`src/ier_pkg.sv`:
```
package ier_pkg;

   // Register byte addresses (full system address, all 32 bits decoded).
   localparam logic [31:0] SEL_UPPER_ADDR = 32'h019C0000;
   localparam logic [31:0] SEL_LOWER_ADDR = 32'h019C0004;
   localparam logic [31:0] EVT_LATCH_LOW_ADDR = 32'h019C0010;
   localparam logic [31:0] EVT_LATCH_HIGH_ADDR = 32'h019C0014;
   localparam logic [31:0] EVT_ALLOW_LOW_ADDR = 32'h019C0018;
   localparam logic [31:0] EVT_ALLOW_HIGH_ADDR = 32'h019C001C;
   localparam logic [31:0] EVT_PEND_ADDR = 32'h019C0020;

   // Selector field geometry.
   localparam int SEL_W = 5;
   localparam int FIELD_LSB0 = 0;
   localparam int FIELD_LSB1 = 5;
   localparam int FIELD_LSB2 = 10;
   localparam int FIELD_LSB3 = 16;
   localparam int FIELD_LSB4 = 21;
   localparam int FIELD_LSB5 = 26;
   localparam logic [31:0] SEL_WMASK = 32'h7FFF7FFF;

   // Reset values of the two selector registers.
   localparam logic [31:0] SEL_LOWER_RST =
      {1'b0, 5'h09, 5'h08, 5'h07, 1'b0, 5'h06, 5'h05, 5'h04};
   localparam logic [31:0] SEL_UPPER_RST =
      {1'b0, 5'h02, 5'h01, 5'h00, 1'b0, 5'h0B, 5'h0A, 5'h03};

   // Selector codes.
   localparam logic [4:0] SRC_HOST = 5'h00;
   localparam logic [4:0] SRC_TIMER0 = 5'h01;
   localparam logic [4:0] SRC_TIMER1 = 5'h02;
   localparam logic [4:0] SRC_REFRESH = 5'h03;
   localparam logic [4:0] SRC_PIN4 = 5'h04;
   localparam logic [4:0] SRC_PIN5 = 5'h05;
   localparam logic [4:0] SRC_PIN6 = 5'h06;
   localparam logic [4:0] SRC_PIN7 = 5'h07;
   localparam logic [4:0] SRC_XFER_DONE = 5'h08;
   localparam logic [4:0] SRC_EMU_XFER = 5'h09;
   localparam logic [4:0] SRC_EMU_RX = 5'h0A;
   localparam logic [4:0] SRC_EMU_TX = 5'h0B;
   localparam logic [4:0] SRC_SER0_TX = 5'h0C;
   localparam logic [4:0] SRC_SER0_RX = 5'h0D;
   localparam logic [4:0] SRC_SER1_TX = 5'h0E;
   localparam logic [4:0] SRC_SER1_RX = 5'h0F;
   localparam logic [4:0] SRC_PIN0 = 5'h10;
   localparam logic [4:0] SRC_TIMER2 = 5'h13;

   // Channel numbers with fixed events.
   localparam int CH_TIMER2 = 19;
   localparam int CH_PIN8 = 48;
   localparam int NUM_CH = 64;
   localparam int NUM_IRQ = 16;

   // AXI responses.
   localparam logic [1:0] RESP_OKAY = 2'h0;
   localparam logic [1:0] RESP_SLVERR = 2'h2;

endpackage

```
`src/ier_sync.sv`:
```
`timescale 1ns/10ps
`default_nettype none

// Two-flop synchroniser with a rising-edge pulse taken from the second stage.
module ier_sync #(
   parameter int W = 1
) (
   // Clock and reset.
   input wire logic aclk,
   input wire logic aresetn,
   // Asynchronous level in, synchronous level and edge out.
   input wire logic [W-1:0] async_in,
   output logic [W-1:0] level_out,
   output logic [W-1:0] rise_out
);

   typedef struct packed {
      logic [W-1:0] s1;
      logic [W-1:0] s2;
      logic [W-1:0] s3;
   } ier_sync_s;

   ier_sync_s st_q;
   ier_sync_s st_d;

   // Shift the input through; the second and third stages feed the outputs.
   always_comb begin
      st_d.s1 = async_in;
      st_d.s2 = st_q.s1;
      st_d.s3 = st_q.s2;
   end

   // Register the state.
   always_ff @(posedge aclk) begin
      if (!aresetn) begin
         st_q <= '0;
      end else begin
         st_q <= st_d;
      end
   end

   assign level_out = st_q.s2;
   assign rise_out = st_q.s2 & ~st_q.s3;

endmodule

`default_nettype wire

```
`src/ier_router.sv`:
```
`timescale 1ns/10ps
`default_nettype none

////////////////////////////////////////////////////////////////////////////////
// Function
// (RULE1) Sixteen core interrupt lines, line 0 highest priority, 15 lowest.
// (RULE2) Lines 0-3 fixed: reset, non-maskable, two reserved held low.
// (RULE3) Lines 4-15 each pick a source through a writable 5-bit selector.
// (RULE4) Upper selector at 0x019C0000, lower selector at 0x019C0004.
// (RULE5) Lower selector fields drive lines 4 to 9.
// (RULE6) Upper selector fields drive lines 10 to 15.
// (RULE7) Selectors reset to the documented default source codes.
// (RULE8) Codes 0-11 select host, timers, refresh, pins, done, emulation.
// (RULE9) Codes 12-16 and 19 select serial ports, pin 0, timer 2.
// (RULE10) Software never writes reserved selector codes.
// (RULE11) Transfer-done interrupt fires for completion on any channel 0-63.
// (RULE12) Sixty-four channels, each triggered only while its allow bit is set.
// (RULE13) Channels 0-15 carry host, timers, refresh, pins, serial events.
// (RULE14) Channel 19 timer 2, 48-55 pins 8-15, others have none.
// (RULE15) Channel events latch even while their allow bit is clear.
// (RULE16) Event priority comes from channel parameters, not this block.
// (RULE17) Every channel also triggers on completion or alternate completion.
// (RULE18) Selector writes take effect next cycle; bits 15 and 31 read zero.
module ier_router (
   // Clock and reset.
   input wire logic aclk,
   input wire logic aresetn,
   // AXI4-Lite write channels.
   input wire logic [31:0] s_axi_awaddr,
   input wire logic s_axi_awvalid,
   output logic s_axi_awready,
   input wire logic [31:0] s_axi_wdata,
   input wire logic [3:0] s_axi_wstrb,
   input wire logic s_axi_wvalid,
   output logic s_axi_wready,
   output logic [1:0] s_axi_bresp,
   output logic s_axi_bvalid,
   input wire logic s_axi_bready,
   // AXI4-Lite read channels.
   input wire logic [31:0] s_axi_araddr,
   input wire logic s_axi_arvalid,
   output logic s_axi_arready,
   output logic [31:0] s_axi_rdata,
   output logic [1:0] s_axi_rresp,
   output logic s_axi_rvalid,
   input wire logic s_axi_rready,
   // Fixed core sources, level from pins.
   input wire logic reset_req,
   input wire logic nmi_req,
   // Peripheral event pulses or levels, asynchronous to aclk.
   input wire logic host_irq,
   input wire logic timer0_irq,
   input wire logic timer1_irq,
   input wire logic timer2_irq,
   input wire logic refresh_timer_irq,
   input wire logic [15:0] pin_event,
   input wire logic serial0_tx_event,
   input wire logic serial0_rx_event,
   input wire logic serial1_tx_event,
   input wire logic serial1_rx_event,
   input wire logic emulation_transfer_irq,
   input wire logic emulation_rx_irq,
   input wire logic emulation_tx_irq,
   // Completion events from the transfer controller, same clock.
   input wire logic [63:0] xfer_complete,
   input wire logic [63:0] xfer_alt_complete,
   // Channel take-over: clears the pending bit of serviced channels.
   input wire logic [63:0] chan_service,
   // Core interrupt lines and transfer controller triggers.
   output logic [15:0] core_irq,
   output logic [63:0] chan_trigger
);

   typedef struct packed {
      logic [31:0] sel_upper;
      logic [31:0] sel_lower;
      logic [31:0] latch_low;
      logic [31:0] latch_high;
      logic [31:0] allow_low;
      logic [31:0] allow_high;
      logic [15:0] irq;
      logic [63:0] trig;
      logic awready;
      logic wready;
      logic bvalid;
      logic [1:0] bresp;
      logic arready;
      logic rvalid;
      logic [1:0] rresp;
      logic [31:0] rdata;
   } ier_router_s;

   ier_router_s st_q;
   ier_router_s st_d;

   localparam int NSRC = 15;
   logic [NSRC-1:0] src_raw;
   logic [NSRC-1:0] src_lvl;
   logic [NSRC-1:0] src_rise;
   logic [15:0] pin_rise;
   logic [1:0] fixed_lvl;
   logic [31:0] src_vec;
   logic [63:0] chan_evt;
   logic xfer_done_any;

   ////////////////////////////////////////////////////////////////////////////
   // Input synchronisers for all asynchronous sources.
   assign src_raw = {emulation_tx_irq, emulation_rx_irq,
                     emulation_transfer_irq, serial1_rx_event,
                     serial1_tx_event, serial0_rx_event, serial0_tx_event,
                     refresh_timer_irq, timer2_irq, timer1_irq, timer0_irq,
                     host_irq, 1'b0, nmi_req, reset_req};

   ier_sync #(.W(NSRC)) u_src_sync (
      .aclk(aclk),
      .aresetn(aresetn),
      .async_in(src_raw),
      .level_out(src_lvl),
      .rise_out(src_rise)
   );

   ier_sync #(.W(16)) u_pin_sync (
      .aclk(aclk),
      .aresetn(aresetn),
      .async_in(pin_event),
      .level_out(),
      .rise_out(pin_rise)
   );

   assign fixed_lvl = src_lvl[1:0];

   ////////////////////////////////////////////////////////////////////////////
   // Source vector indexed by selector code; reserved codes give zero.
   // (RULE11) any channel done
   assign xfer_done_any = |xfer_complete;

   always_comb begin
      src_vec = '0;
      // (RULE8) code map
      src_vec[ier_pkg::SRC_HOST] = src_rise[3];
      src_vec[ier_pkg::SRC_TIMER0] = src_rise[4];
      src_vec[ier_pkg::SRC_TIMER1] = src_rise[5];
      src_vec[ier_pkg::SRC_REFRESH] = src_rise[7];
      src_vec[ier_pkg::SRC_PIN4] = pin_rise[4];
      src_vec[ier_pkg::SRC_PIN5] = pin_rise[5];
      src_vec[ier_pkg::SRC_PIN6] = pin_rise[6];
      src_vec[ier_pkg::SRC_PIN7] = pin_rise[7];
      src_vec[ier_pkg::SRC_XFER_DONE] = xfer_done_any;
      src_vec[ier_pkg::SRC_EMU_XFER] = src_rise[12];
      src_vec[ier_pkg::SRC_EMU_RX] = src_rise[13];
      src_vec[ier_pkg::SRC_EMU_TX] = src_rise[14];
      // (RULE9) extra codes
      src_vec[ier_pkg::SRC_SER0_TX] = src_rise[8];
      src_vec[ier_pkg::SRC_SER0_RX] = src_rise[9];
      src_vec[ier_pkg::SRC_SER1_TX] = src_rise[10];
      src_vec[ier_pkg::SRC_SER1_RX] = src_rise[11];
      src_vec[ier_pkg::SRC_PIN0] = pin_rise[0];
      src_vec[ier_pkg::SRC_TIMER2] = src_rise[6];
   end

   ////////////////////////////////////////////////////////////////////////////
   // Fixed channel event map; unlisted channels stay zero.
   always_comb begin
      chan_evt = '0;
      // (RULE13) channels 0 to 15
      chan_evt[0] = src_rise[3];
      chan_evt[1] = src_rise[4];
      chan_evt[2] = src_rise[5];
      chan_evt[3] = src_rise[7];
      chan_evt[7:4] = pin_rise[7:4];
      chan_evt[11:8] = pin_rise[3:0];
      chan_evt[15:12] = src_rise[11:8];
      // (RULE14) timer 2 and pins 8-15
      chan_evt[ier_pkg::CH_TIMER2] = src_rise[6];
      chan_evt[ier_pkg::CH_PIN8 +: 8] = pin_rise[15:8];
   end

   ////////////////////////////////////////////////////////////////////////////
   // Next-state logic: routing, event latching and the register slave.
   always_comb begin
      logic [4:0] f;
      logic [63:0] latch;
      logic [63:0] allow;
      logic [63:0] chained;
      logic [31:0] wmask;
      logic [31:0] rd;
      logic wr_ok;
      logic rd_ok;
      f = '0;
      wmask = '0;
      rd = '0;
      wr_ok = 1'b0;
      rd_ok = 1'b0;
      st_d = st_q;
      latch = {st_q.latch_high, st_q.latch_low};
      allow = {st_q.allow_high, st_q.allow_low};

      // (RULE2) fixed lines 0-3
      st_d.irq[0] = fixed_lvl[0];
      st_d.irq[1] = fixed_lvl[1];
      st_d.irq[3:2] = 2'b00;
      // (RULE3) lines 4-15 selected
      for (int i = 0; i < 12; i++) begin
         // (RULE5) lower fields
         // (RULE6) upper fields
         case (i % 6)
            0: f = (i < 6) ? st_q.sel_lower[ier_pkg::FIELD_LSB0 +: 5]
                           : st_q.sel_upper[ier_pkg::FIELD_LSB0 +: 5];
            1: f = (i < 6) ? st_q.sel_lower[ier_pkg::FIELD_LSB1 +: 5]
                           : st_q.sel_upper[ier_pkg::FIELD_LSB1 +: 5];
            2: f = (i < 6) ? st_q.sel_lower[ier_pkg::FIELD_LSB2 +: 5]
                           : st_q.sel_upper[ier_pkg::FIELD_LSB2 +: 5];
            3: f = (i < 6) ? st_q.sel_lower[ier_pkg::FIELD_LSB3 +: 5]
                           : st_q.sel_upper[ier_pkg::FIELD_LSB3 +: 5];
            4: f = (i < 6) ? st_q.sel_lower[ier_pkg::FIELD_LSB4 +: 5]
                           : st_q.sel_upper[ier_pkg::FIELD_LSB4 +: 5];
            default: f = (i < 6) ? st_q.sel_lower[ier_pkg::FIELD_LSB5 +: 5]
                                 : st_q.sel_upper[ier_pkg::FIELD_LSB5 +: 5];
         endcase
         st_d.irq[i + 4] = src_vec[f];
      end

      // (RULE17) completion chaining
      chained = xfer_complete | xfer_alt_complete;
      // (RULE15) latch regardless of allow
      latch = (latch & ~chan_service) | chan_evt | chained;
      // (RULE16) flat, unprioritised triggers
      // (RULE12) trigger only allowed
      st_d.trig = latch & allow;

      // Write path: take address and data together, then answer.
      if (st_q.bvalid) begin
         if (s_axi_bready) begin
            st_d.bvalid = 1'b0;
         end
         st_d.awready = 1'b0;
         st_d.wready = 1'b0;
      end else if (s_axi_awvalid && s_axi_wvalid) begin
         st_d.awready = 1'b1;
         st_d.wready = 1'b1;
      end else begin
         st_d.awready = 1'b0;
         st_d.wready = 1'b0;
      end
      if (st_q.awready && st_q.wready) begin
         st_d.awready = 1'b0;
         st_d.wready = 1'b0;
         st_d.bvalid = 1'b1;
         wmask = {{8{s_axi_wstrb[3]}}, {8{s_axi_wstrb[2]}},
                  {8{s_axi_wstrb[1]}}, {8{s_axi_wstrb[0]}}};
         wr_ok = 1'b1;
         // (RULE4) register decode
         // (RULE18) reserved bits stay zero
         if (s_axi_awaddr == ier_pkg::SEL_UPPER_ADDR) begin
            st_d.sel_upper = (st_q.sel_upper & ~wmask) |
                             (s_axi_wdata & wmask & ier_pkg::SEL_WMASK);
         end else if (s_axi_awaddr == ier_pkg::SEL_LOWER_ADDR) begin
            st_d.sel_lower = (st_q.sel_lower & ~wmask) |
                             (s_axi_wdata & wmask & ier_pkg::SEL_WMASK);
         end else if (s_axi_awaddr == ier_pkg::EVT_LATCH_LOW_ADDR) begin
            latch[31:0] = latch[31:0] & ~(s_axi_wdata & wmask);
         end else if (s_axi_awaddr == ier_pkg::EVT_LATCH_HIGH_ADDR) begin
            latch[63:32] = latch[63:32] & ~(s_axi_wdata & wmask);
         end else if (s_axi_awaddr == ier_pkg::EVT_ALLOW_LOW_ADDR) begin
            st_d.allow_low = (st_q.allow_low & ~wmask) | (s_axi_wdata & wmask);
         end else if (s_axi_awaddr == ier_pkg::EVT_ALLOW_HIGH_ADDR) begin
            st_d.allow_high = (st_q.allow_high & ~wmask) |
                              (s_axi_wdata & wmask);
         end else begin
            wr_ok = 1'b0;
         end
         st_d.bresp = wr_ok ? ier_pkg::RESP_OKAY : ier_pkg::RESP_SLVERR;
      end
      // New events win over a software clear in the same cycle.
      latch = latch | chan_evt | chained;
      st_d.latch_low = latch[31:0];
      st_d.latch_high = latch[63:32];

      // Read path: one-cycle arready, data the cycle after.
      st_d.arready = 1'b0;
      if (st_q.rvalid) begin
         if (s_axi_rready) begin
            st_d.rvalid = 1'b0;
         end
      end else if (st_q.arready) begin
         rd_ok = 1'b1;
         if (s_axi_araddr == ier_pkg::SEL_UPPER_ADDR) begin
            rd = st_q.sel_upper;
         end else if (s_axi_araddr == ier_pkg::SEL_LOWER_ADDR) begin
            rd = st_q.sel_lower;
         end else if (s_axi_araddr == ier_pkg::EVT_LATCH_LOW_ADDR) begin
            rd = st_q.latch_low;
         end else if (s_axi_araddr == ier_pkg::EVT_LATCH_HIGH_ADDR) begin
            rd = st_q.latch_high;
         end else if (s_axi_araddr == ier_pkg::EVT_ALLOW_LOW_ADDR) begin
            rd = st_q.allow_low;
         end else if (s_axi_araddr == ier_pkg::EVT_ALLOW_HIGH_ADDR) begin
            rd = st_q.allow_high;
         end else if (s_axi_araddr == ier_pkg::EVT_PEND_ADDR) begin
            rd = {16'h0000, st_q.irq};
         end else begin
            rd_ok = 1'b0;
         end
         st_d.rdata = rd;
         st_d.rresp = rd_ok ? ier_pkg::RESP_OKAY : ier_pkg::RESP_SLVERR;
         st_d.rvalid = 1'b1;
      end else if (s_axi_arvalid) begin
         st_d.arready = 1'b1;
      end
   end

   ////////////////////////////////////////////////////////////////////////////
   // State register with synchronous reset.
   always_ff @(posedge aclk) begin
      if (!aresetn) begin
         st_q <= '0;
         // (RULE7) default selectors
         st_q.sel_upper <= ier_pkg::SEL_UPPER_RST;
         st_q.sel_lower <= ier_pkg::SEL_LOWER_RST;
      end else begin
         st_q <= st_d;
      end
   end

   ////////////////////////////////////////////////////////////////////////////
   // Outputs straight from the state register.
   // (RULE1) line 0 highest priority
   assign core_irq = st_q.irq;
   assign chan_trigger = st_q.trig;
   assign s_axi_awready = st_q.awready;
   assign s_axi_wready = st_q.wready;
   assign s_axi_bvalid = st_q.bvalid;
   assign s_axi_bresp = st_q.bresp;
   assign s_axi_arready = st_q.arready;
   assign s_axi_rvalid = st_q.rvalid;
   assign s_axi_rresp = st_q.rresp;
   assign s_axi_rdata = st_q.rdata;

endmodule

`default_nettype wire

```
`config.mk`:
```
export PLATFORM = sky130hd
export DESIGN_NAME = ier_router
export DESIGN_NICKNAME = d
export VERILOG_FILES = /design/src/ier_pkg.sv /design/src/ier_sync.sv /design/src/ier_router.sv
export SDC_FILE = /design/constraint.sdc
export NUM_CORES = 1
export LEC_CHECK = 0
export ABC_AREA = 1
export BUFFER_PORTS_ARGS = -buffer_cell sky130_fd_sc_hd__buf_2
export CORE_MARGIN = 1.5
export CORE_UTILIZATION = 44
export CTS_CLUSTER_DIAMETER = 120
export DETAILED_ROUTE_END_ITERATION = 6
export PLACE_DENSITY = 0.67
export SLEW_MARGIN = 10
export SYNTH_ARGS = -nofsm -noshare
export SYNTH_HDL_FRONTEND = slang
export SYNTH_SLANG_ARGS = --single-unit
export TNS_END_PERCENT = 10
```
`constraint.sdc`:
```
create_clock -name aclk -period 5.4 [get_ports aclk]
set_clock_uncertainty 0.2 [all_clocks]
set_input_delay 1.08 -clock aclk [delete_from_list [all_inputs] [get_ports aclk]]
set_output_delay 1.08 -clock aclk [all_outputs]
set_load 0.005 [all_outputs]
```
; ---- Word-level counts from Yosys, hierarchy flattened
; Cells that the tools add are included.
[op_classes]
mul = 0
bitwise = 32
div = 0
muxes = 63
n_shift = 0
addsub = 0
n_eq_ne = 13
reduce_logical = 10
n_lt_le_gt_ge = 12
[ops]
columns = operator, count
row1 = $eq A32 B25 Y1 const B, 13
row2 = $mux W32, 9
row3 = $and A32 B32 Y32, 7
row4 = $mux W64, 3
row5 = $or A64 B64 Y64, 3
row6 = $and A64 B64 Y64, 2
row7 = $or A64 B56 Y64, 2
row8 = $lt A5 B6 Y1 const B, 12
row9 = $not A32 Y32, 2
row10 = $not A64 Y64, 1
row11 = $or A32 B31 Y32, 2
row12 = $or A32 B32 Y32, 2
row13 = $reduce_or A64 Y1, 1
row14 = $bmux W1 S5, 12
row15 = $mux W35, 1
row16 = $mux W1, 33
row17 = $and A16 B16 Y16, 1
row18 = $mux W16, 1
row19 = $not A16 Y16, 1
row20 = $and A15 B15 Y15, 1
row21 = $not A15 Y15, 1
row22 = $not A1 Y1, 7
row23 = $reduce_and A7 Y1, 1
row24 = $mux W2, 3
row25 = other kinds (6), 9
[totals]
mem_count = 0
ram_bits = 0
latch_bits = 0
mem_bits_ro = 0
ff_bits = 406
out_inout_bits = 121
in_bits = 329
word_cells = 154

; ---- Logic depth before layout (Yosys ltp)
[depth]
ltp_word = 13
mapped_depth = 16
mapped_depth_nobuf = 15

; ---- Hierarchy
; A second synthesis with hierarchy kept.
[hier_totals]
hier_cells = 3014
area_unflattened_um2 = 20038.0
[modules_own_cells]
columns = module, instances, area_each_um2, cells_per_inst, seq_area_each_um2
row1 = ier_router, 1, 16920.0, 2632, 6165.9
row2 = ier_sync at u_pin_sync, 1, 1601.5, 197, 960.9
row3 = ier_sync at u_src_sync, 1, 1516.5, 185, 900.9

; ---- Least setup slack after synthesis
; No wires, ideal clock.
[synth_timing]
path_type = input to register
from = input port s_axi_awaddr[15]
to = register (tool-made name)
path_stages = 14
t_arrival_ps = 2436
path_slack_ps = 2632
path_buffers = 2
required_time_ps = 5067
cell_sequence = nor2_1 > nand2_1 > nor2_1 > inv_2 > nor2_2 > inv_1 > nor2_1 > nand2_1 > nand2_1 > inv_2 > buf_2 > buf_2 > nand4_1 > a21oi_1
[synth_rtl]
columns = element, line
row1 = from (decl), ier_router.sv:29  ; input wire logic [31:0] s_axi_awaddr,

; ---- Worst setup path in the final report
[layout_timing]
from = input port s_axi_awaddr[7]
to = register st_q[236] (netlist bit)
[layout_via]
elab_chain_len = 7
word_cells_on_any_way = 9
[layout_lines]
columns = element, line
row1 = $eq A32 B25 Y1, ier_router.sv:260  ; end else if (s_axi_awaddr == ier_pkg::EVT_LATCH_LOW_ADDR) begin
row2 = $mux W32, ier_router.sv:260
row3 = $mux W64, ier_router.sv:257  ; end else if (s_axi_awaddr == ier_pkg::SEL_LOWER_ADDR) begin
row4 = $mux W64 *, ier_router.sv:254  ; if (s_axi_awaddr == ier_pkg::SEL_UPPER_ADDR) begin
row5 = $mux W64 *, ier_router.sv:245  ; if (st_q.awready && st_q.wready) begin
row6 = $or A64 B56 Y64 *, ier_router.sv:275  ; latch = latch | chan_evt | chained;
row7 = $or A64 B64 Y64 *, ier_router.sv:275
row8 = to (signal assigned), ier_router.sv:321  ; st_q <= st_d;
row9 = to (decl), ier_router.sv:93  ; ier_router_s st_q;
; Every way passes the cells marked *; elsewhere a longest branch is shown, timed or not.
; A chain may end at the register's enable or synchronous reset.

==> reports/metrics.yaml <==
pwr:
  switching_power_mw: 1.67
  max-vdd-ir-drop_v: 0.000219
  pwr-share-comb_pct: 7.8
  sequentialPowerShare_pct: 44.6
  sw_frac_of_total_pct: 24.6
  finalPower_mw: 6.79
  power_density_nw_per_um2: 293
  p_leak_nw: 11.4
  internal-power_mw: 5.12
  clock_power_share_pct: 47.6
floorplanning:
  die_height_um: 215
  core.rowCount: 77
  die_area_um2: 46200
  core_um2: 44300
  ioPinCount: 450
  start_util_pct: 44.6
  dieWidth_um: 215
yosys:
  synth.avg_cell_area_um2: 6.67
  synth_top_area_cell: "dfxtp_1"
  synth_simple_gate_area_share_pct: 26.0
  synth_fa_ha_area_share_pct: 0
  synth_top_cells_by_area: "dfxtp_1 (40%), nand2_1 (12%), inv_1 (9.1%), a21oi_1 (6.7%), nor2_1 (5.5%)"
  syn_inst: 2966
  synth_top_cell_area_share_pct: 40.1
  synth_area_um2: 19800
  ys_types: 41
  synth-main-ff-cell: "dfxtp_1"
  synthArstFlopShare_pct: 0
  synth_warnings: 0
  synth_compound_gate_area_share_pct: 17.5
  synth_mux_area_share_pct: 0
  seq_area_frac_synth_pct: 40.1
  yosys-top-cells-count: "nand2_1 (631), inv_1 (480), dfxtp_1 (396), nor2_1 (289), a21oi_1 (263)"
  ys_ff_latch: 396
  synth_xor_area_share_pct: 0
  synthMostInstantiatedCell: "nand2_1"
  synth_top_family_by_area: "simple AND/OR/NAND/NOR gates"
  synth_edf_count: 0
timing:
  fmax_mhz: 293
  grt_setup_unrepaired: "false"
  hold_ws_ns: 0.206
  period_share_pct: 63.1
  tightest_slew_ns: 1.25
  setup_viol: 0
  drv_slew: 0
  tns_ns: 0
  finalCriticalPeriod_ns: 3.41
  slew_headroom_pct: 15.8
  final_hold_viol_count: 0
cts:
  cts_htree_levels: 2
  tritoncts: "yes"
  postCtsSetupRepairBufs: 0
  clk_latency_ns: 0.60
  holdBufCountCts: 0
  cts_resized: 0
  clk_pin_slew_ns: 0.06
  clock_path_buffers: 3
  cts-buffers-inserted: 45
  clock_sinks: 396
  clockRootBuffer: "clkbuf_16"
setup_path:
  cp.required_ns: 5.66
  crit_type: "in -> reg"
  path_cells: "buf_2, nor2_1, nand3b_1, nor2_1, nand3_2, o311ai_0, inv_1"
  arrival_ns: 3.67
  start_kind: "primary input"
  worstSetupEndpoint: "st_q[236]"
  cp-end-kind: "flop"
  crit_path_frequent_cell: "nor2_1"
  path_delay_family: "simple AND/OR/NAND/NOR gates"
  path_buf_inv: 2
  crit_cells: 7
  crit_start: "s_axi_awaddr[7]"
  cpPeakStageDelay_ns: 0.79
  r2r_cells: 5
  worst_r2r_startpoint: "s_axi_awready"
  cpMaxStageDelayCell: "nand3_2"
  r2r_slack_ns: 2.74
  cp_max_fo: 25
cells_and_area:
  drive_gt1_share_pct: 17.9
  area_delta_synth_final_pct: 17.0
  fill_cells: 4549
  layoutNonFillerInstCount: 3866
  final_util_pct: 52.2
  final_nets: 3568
detailed_routing:
  drc: 1
  wl_per_cell_um: 19.8
  wl_um: 76600
  firstDrtPassIters: 7
  drt_iter0_drc: 2215
  post_drt_via_cell_ratio: 5.36
  drtAntennaViolNets: 0
  routed-via-count: 20700
global_route:
  antenna_found_initial: 3
  grt_usage_pct: 32.1
  grt_max_degree: 89
  grt_pass1_vias: 19400
  globalRouteOverflowTotal: 0
  grt_pass1_wl_um: 114000
min_path:
  worstHoldStart: "u_src_sync.st_d[24]"
  min_path_type: "reg -> reg"
run:
  drv_cap: 0
status:
  violations: "DRC"
  status: "complete, but fails checks"
place:
  dpl.hpwl_um: 56000
  portBuffers: 445
  placed_cells: 3784
  finalWeightedCongestion: 0.986
==> worst min-delay path: stages (launching register included) <==
cell     delay (ns)
dfxtp_1        0.31
nand2_1        0.05
inv_1          0.04
==> cells in the final DEF (no fill, tap or decap), drive strengths merged, types with 14 or more instances in the layout <==
cell    instances
a21oi         263
nand3         159
nand2         634
buf           470
nor3           47
clkbuf         64
o211ai         49
o311ai         19
inv           491
o21ai         190
o22ai          14
nand4          56
o21bai         31
nor2          300
a31oi          18
dfxtp         396
==> layer usage <==
layer	GRT usage [%]	part of all wire, %	vias up
met2	50.1	44	1100
met5	0	0	-
li1	-	-	9899
met3	5.63	9.8	200
met4	14.8	4.5	0
met1	43.0	42	9540
==> power groups by stage <==
| stage | clock [mW] | sequential (mW) | combinational, mW |
|---|---|---|---|
| detailed placement | 0 | 3.09 | 0.518 |
| finish | 3.23 | 3.03 | 0.527 |
| floorplan | 0 | 3.07 | 0.266 |
| global placement | 0 | 3.09 | 0.508 |
| CTS | 3.27 | 3.03 | 0.521 |
| global route | 3.39 | 3.03 | 0.582 |
==> how the worst min path moves through the flow <==
| stage | end | slack [ns] | depth (start not counted) |
|---|---|---|---|
| 2_1_floorplan | core_irq[0] | 0.19 | 2 |
| 3_3_place_gp | u_pin_sync.level_out[12] | 0.19 | 2 |
| 3_5_place_dp | u_pin_sync.level_out[4] | 0.20 | 2 |
| 4_1_cts | u_pin_sync.level_out[4] | 0.21 | 2 |
| 5_1_grt | u_src_sync.level_out[9] | 0.22 | 2 |
| 6_report | u_src_sync.level_out[9] | 0.21 | 2 |
==> per-stage QoR <==
stage          worst slack [ns]  area, µm²
6_report                   1.99      23100
5_1_grt                    1.81      23100
4_1_cts                    2.10      23100
3_5_place_dp               1.47      21600
3_3_place_gp               1.46      21600
2_1_floorplan              2.63      19800
==> area by class of cell <==
class                           count  area (µm²)  share of cell area, %
Multi-Input combinational cell   1834        8630                   37.3
Antenna cell                        1        2.50                 0.0108
Inverter                          492        1850                   7.99
Sequential cell                   396        7930                   34.3
Clock buffer                       64        1320                   5.71
Clock inverter                     17         230                  0.995
Timing Repair Buffer              470        2430                   10.5
Tap cell                          592         741                   3.20
==> cells by family (layout without fill, tap and decap cells) <==
| family | after synthesis | count (layout) |
|---|---|---|
| simple gates | 1217 | 1217 |
| compound gates | 613 | 613 |
| buf+inv | 739 | 1043 |
| other cells | 1 | 5 |
| flops | 396 | 396 |
No activity file was read; power rests on OpenSTA's default activity.
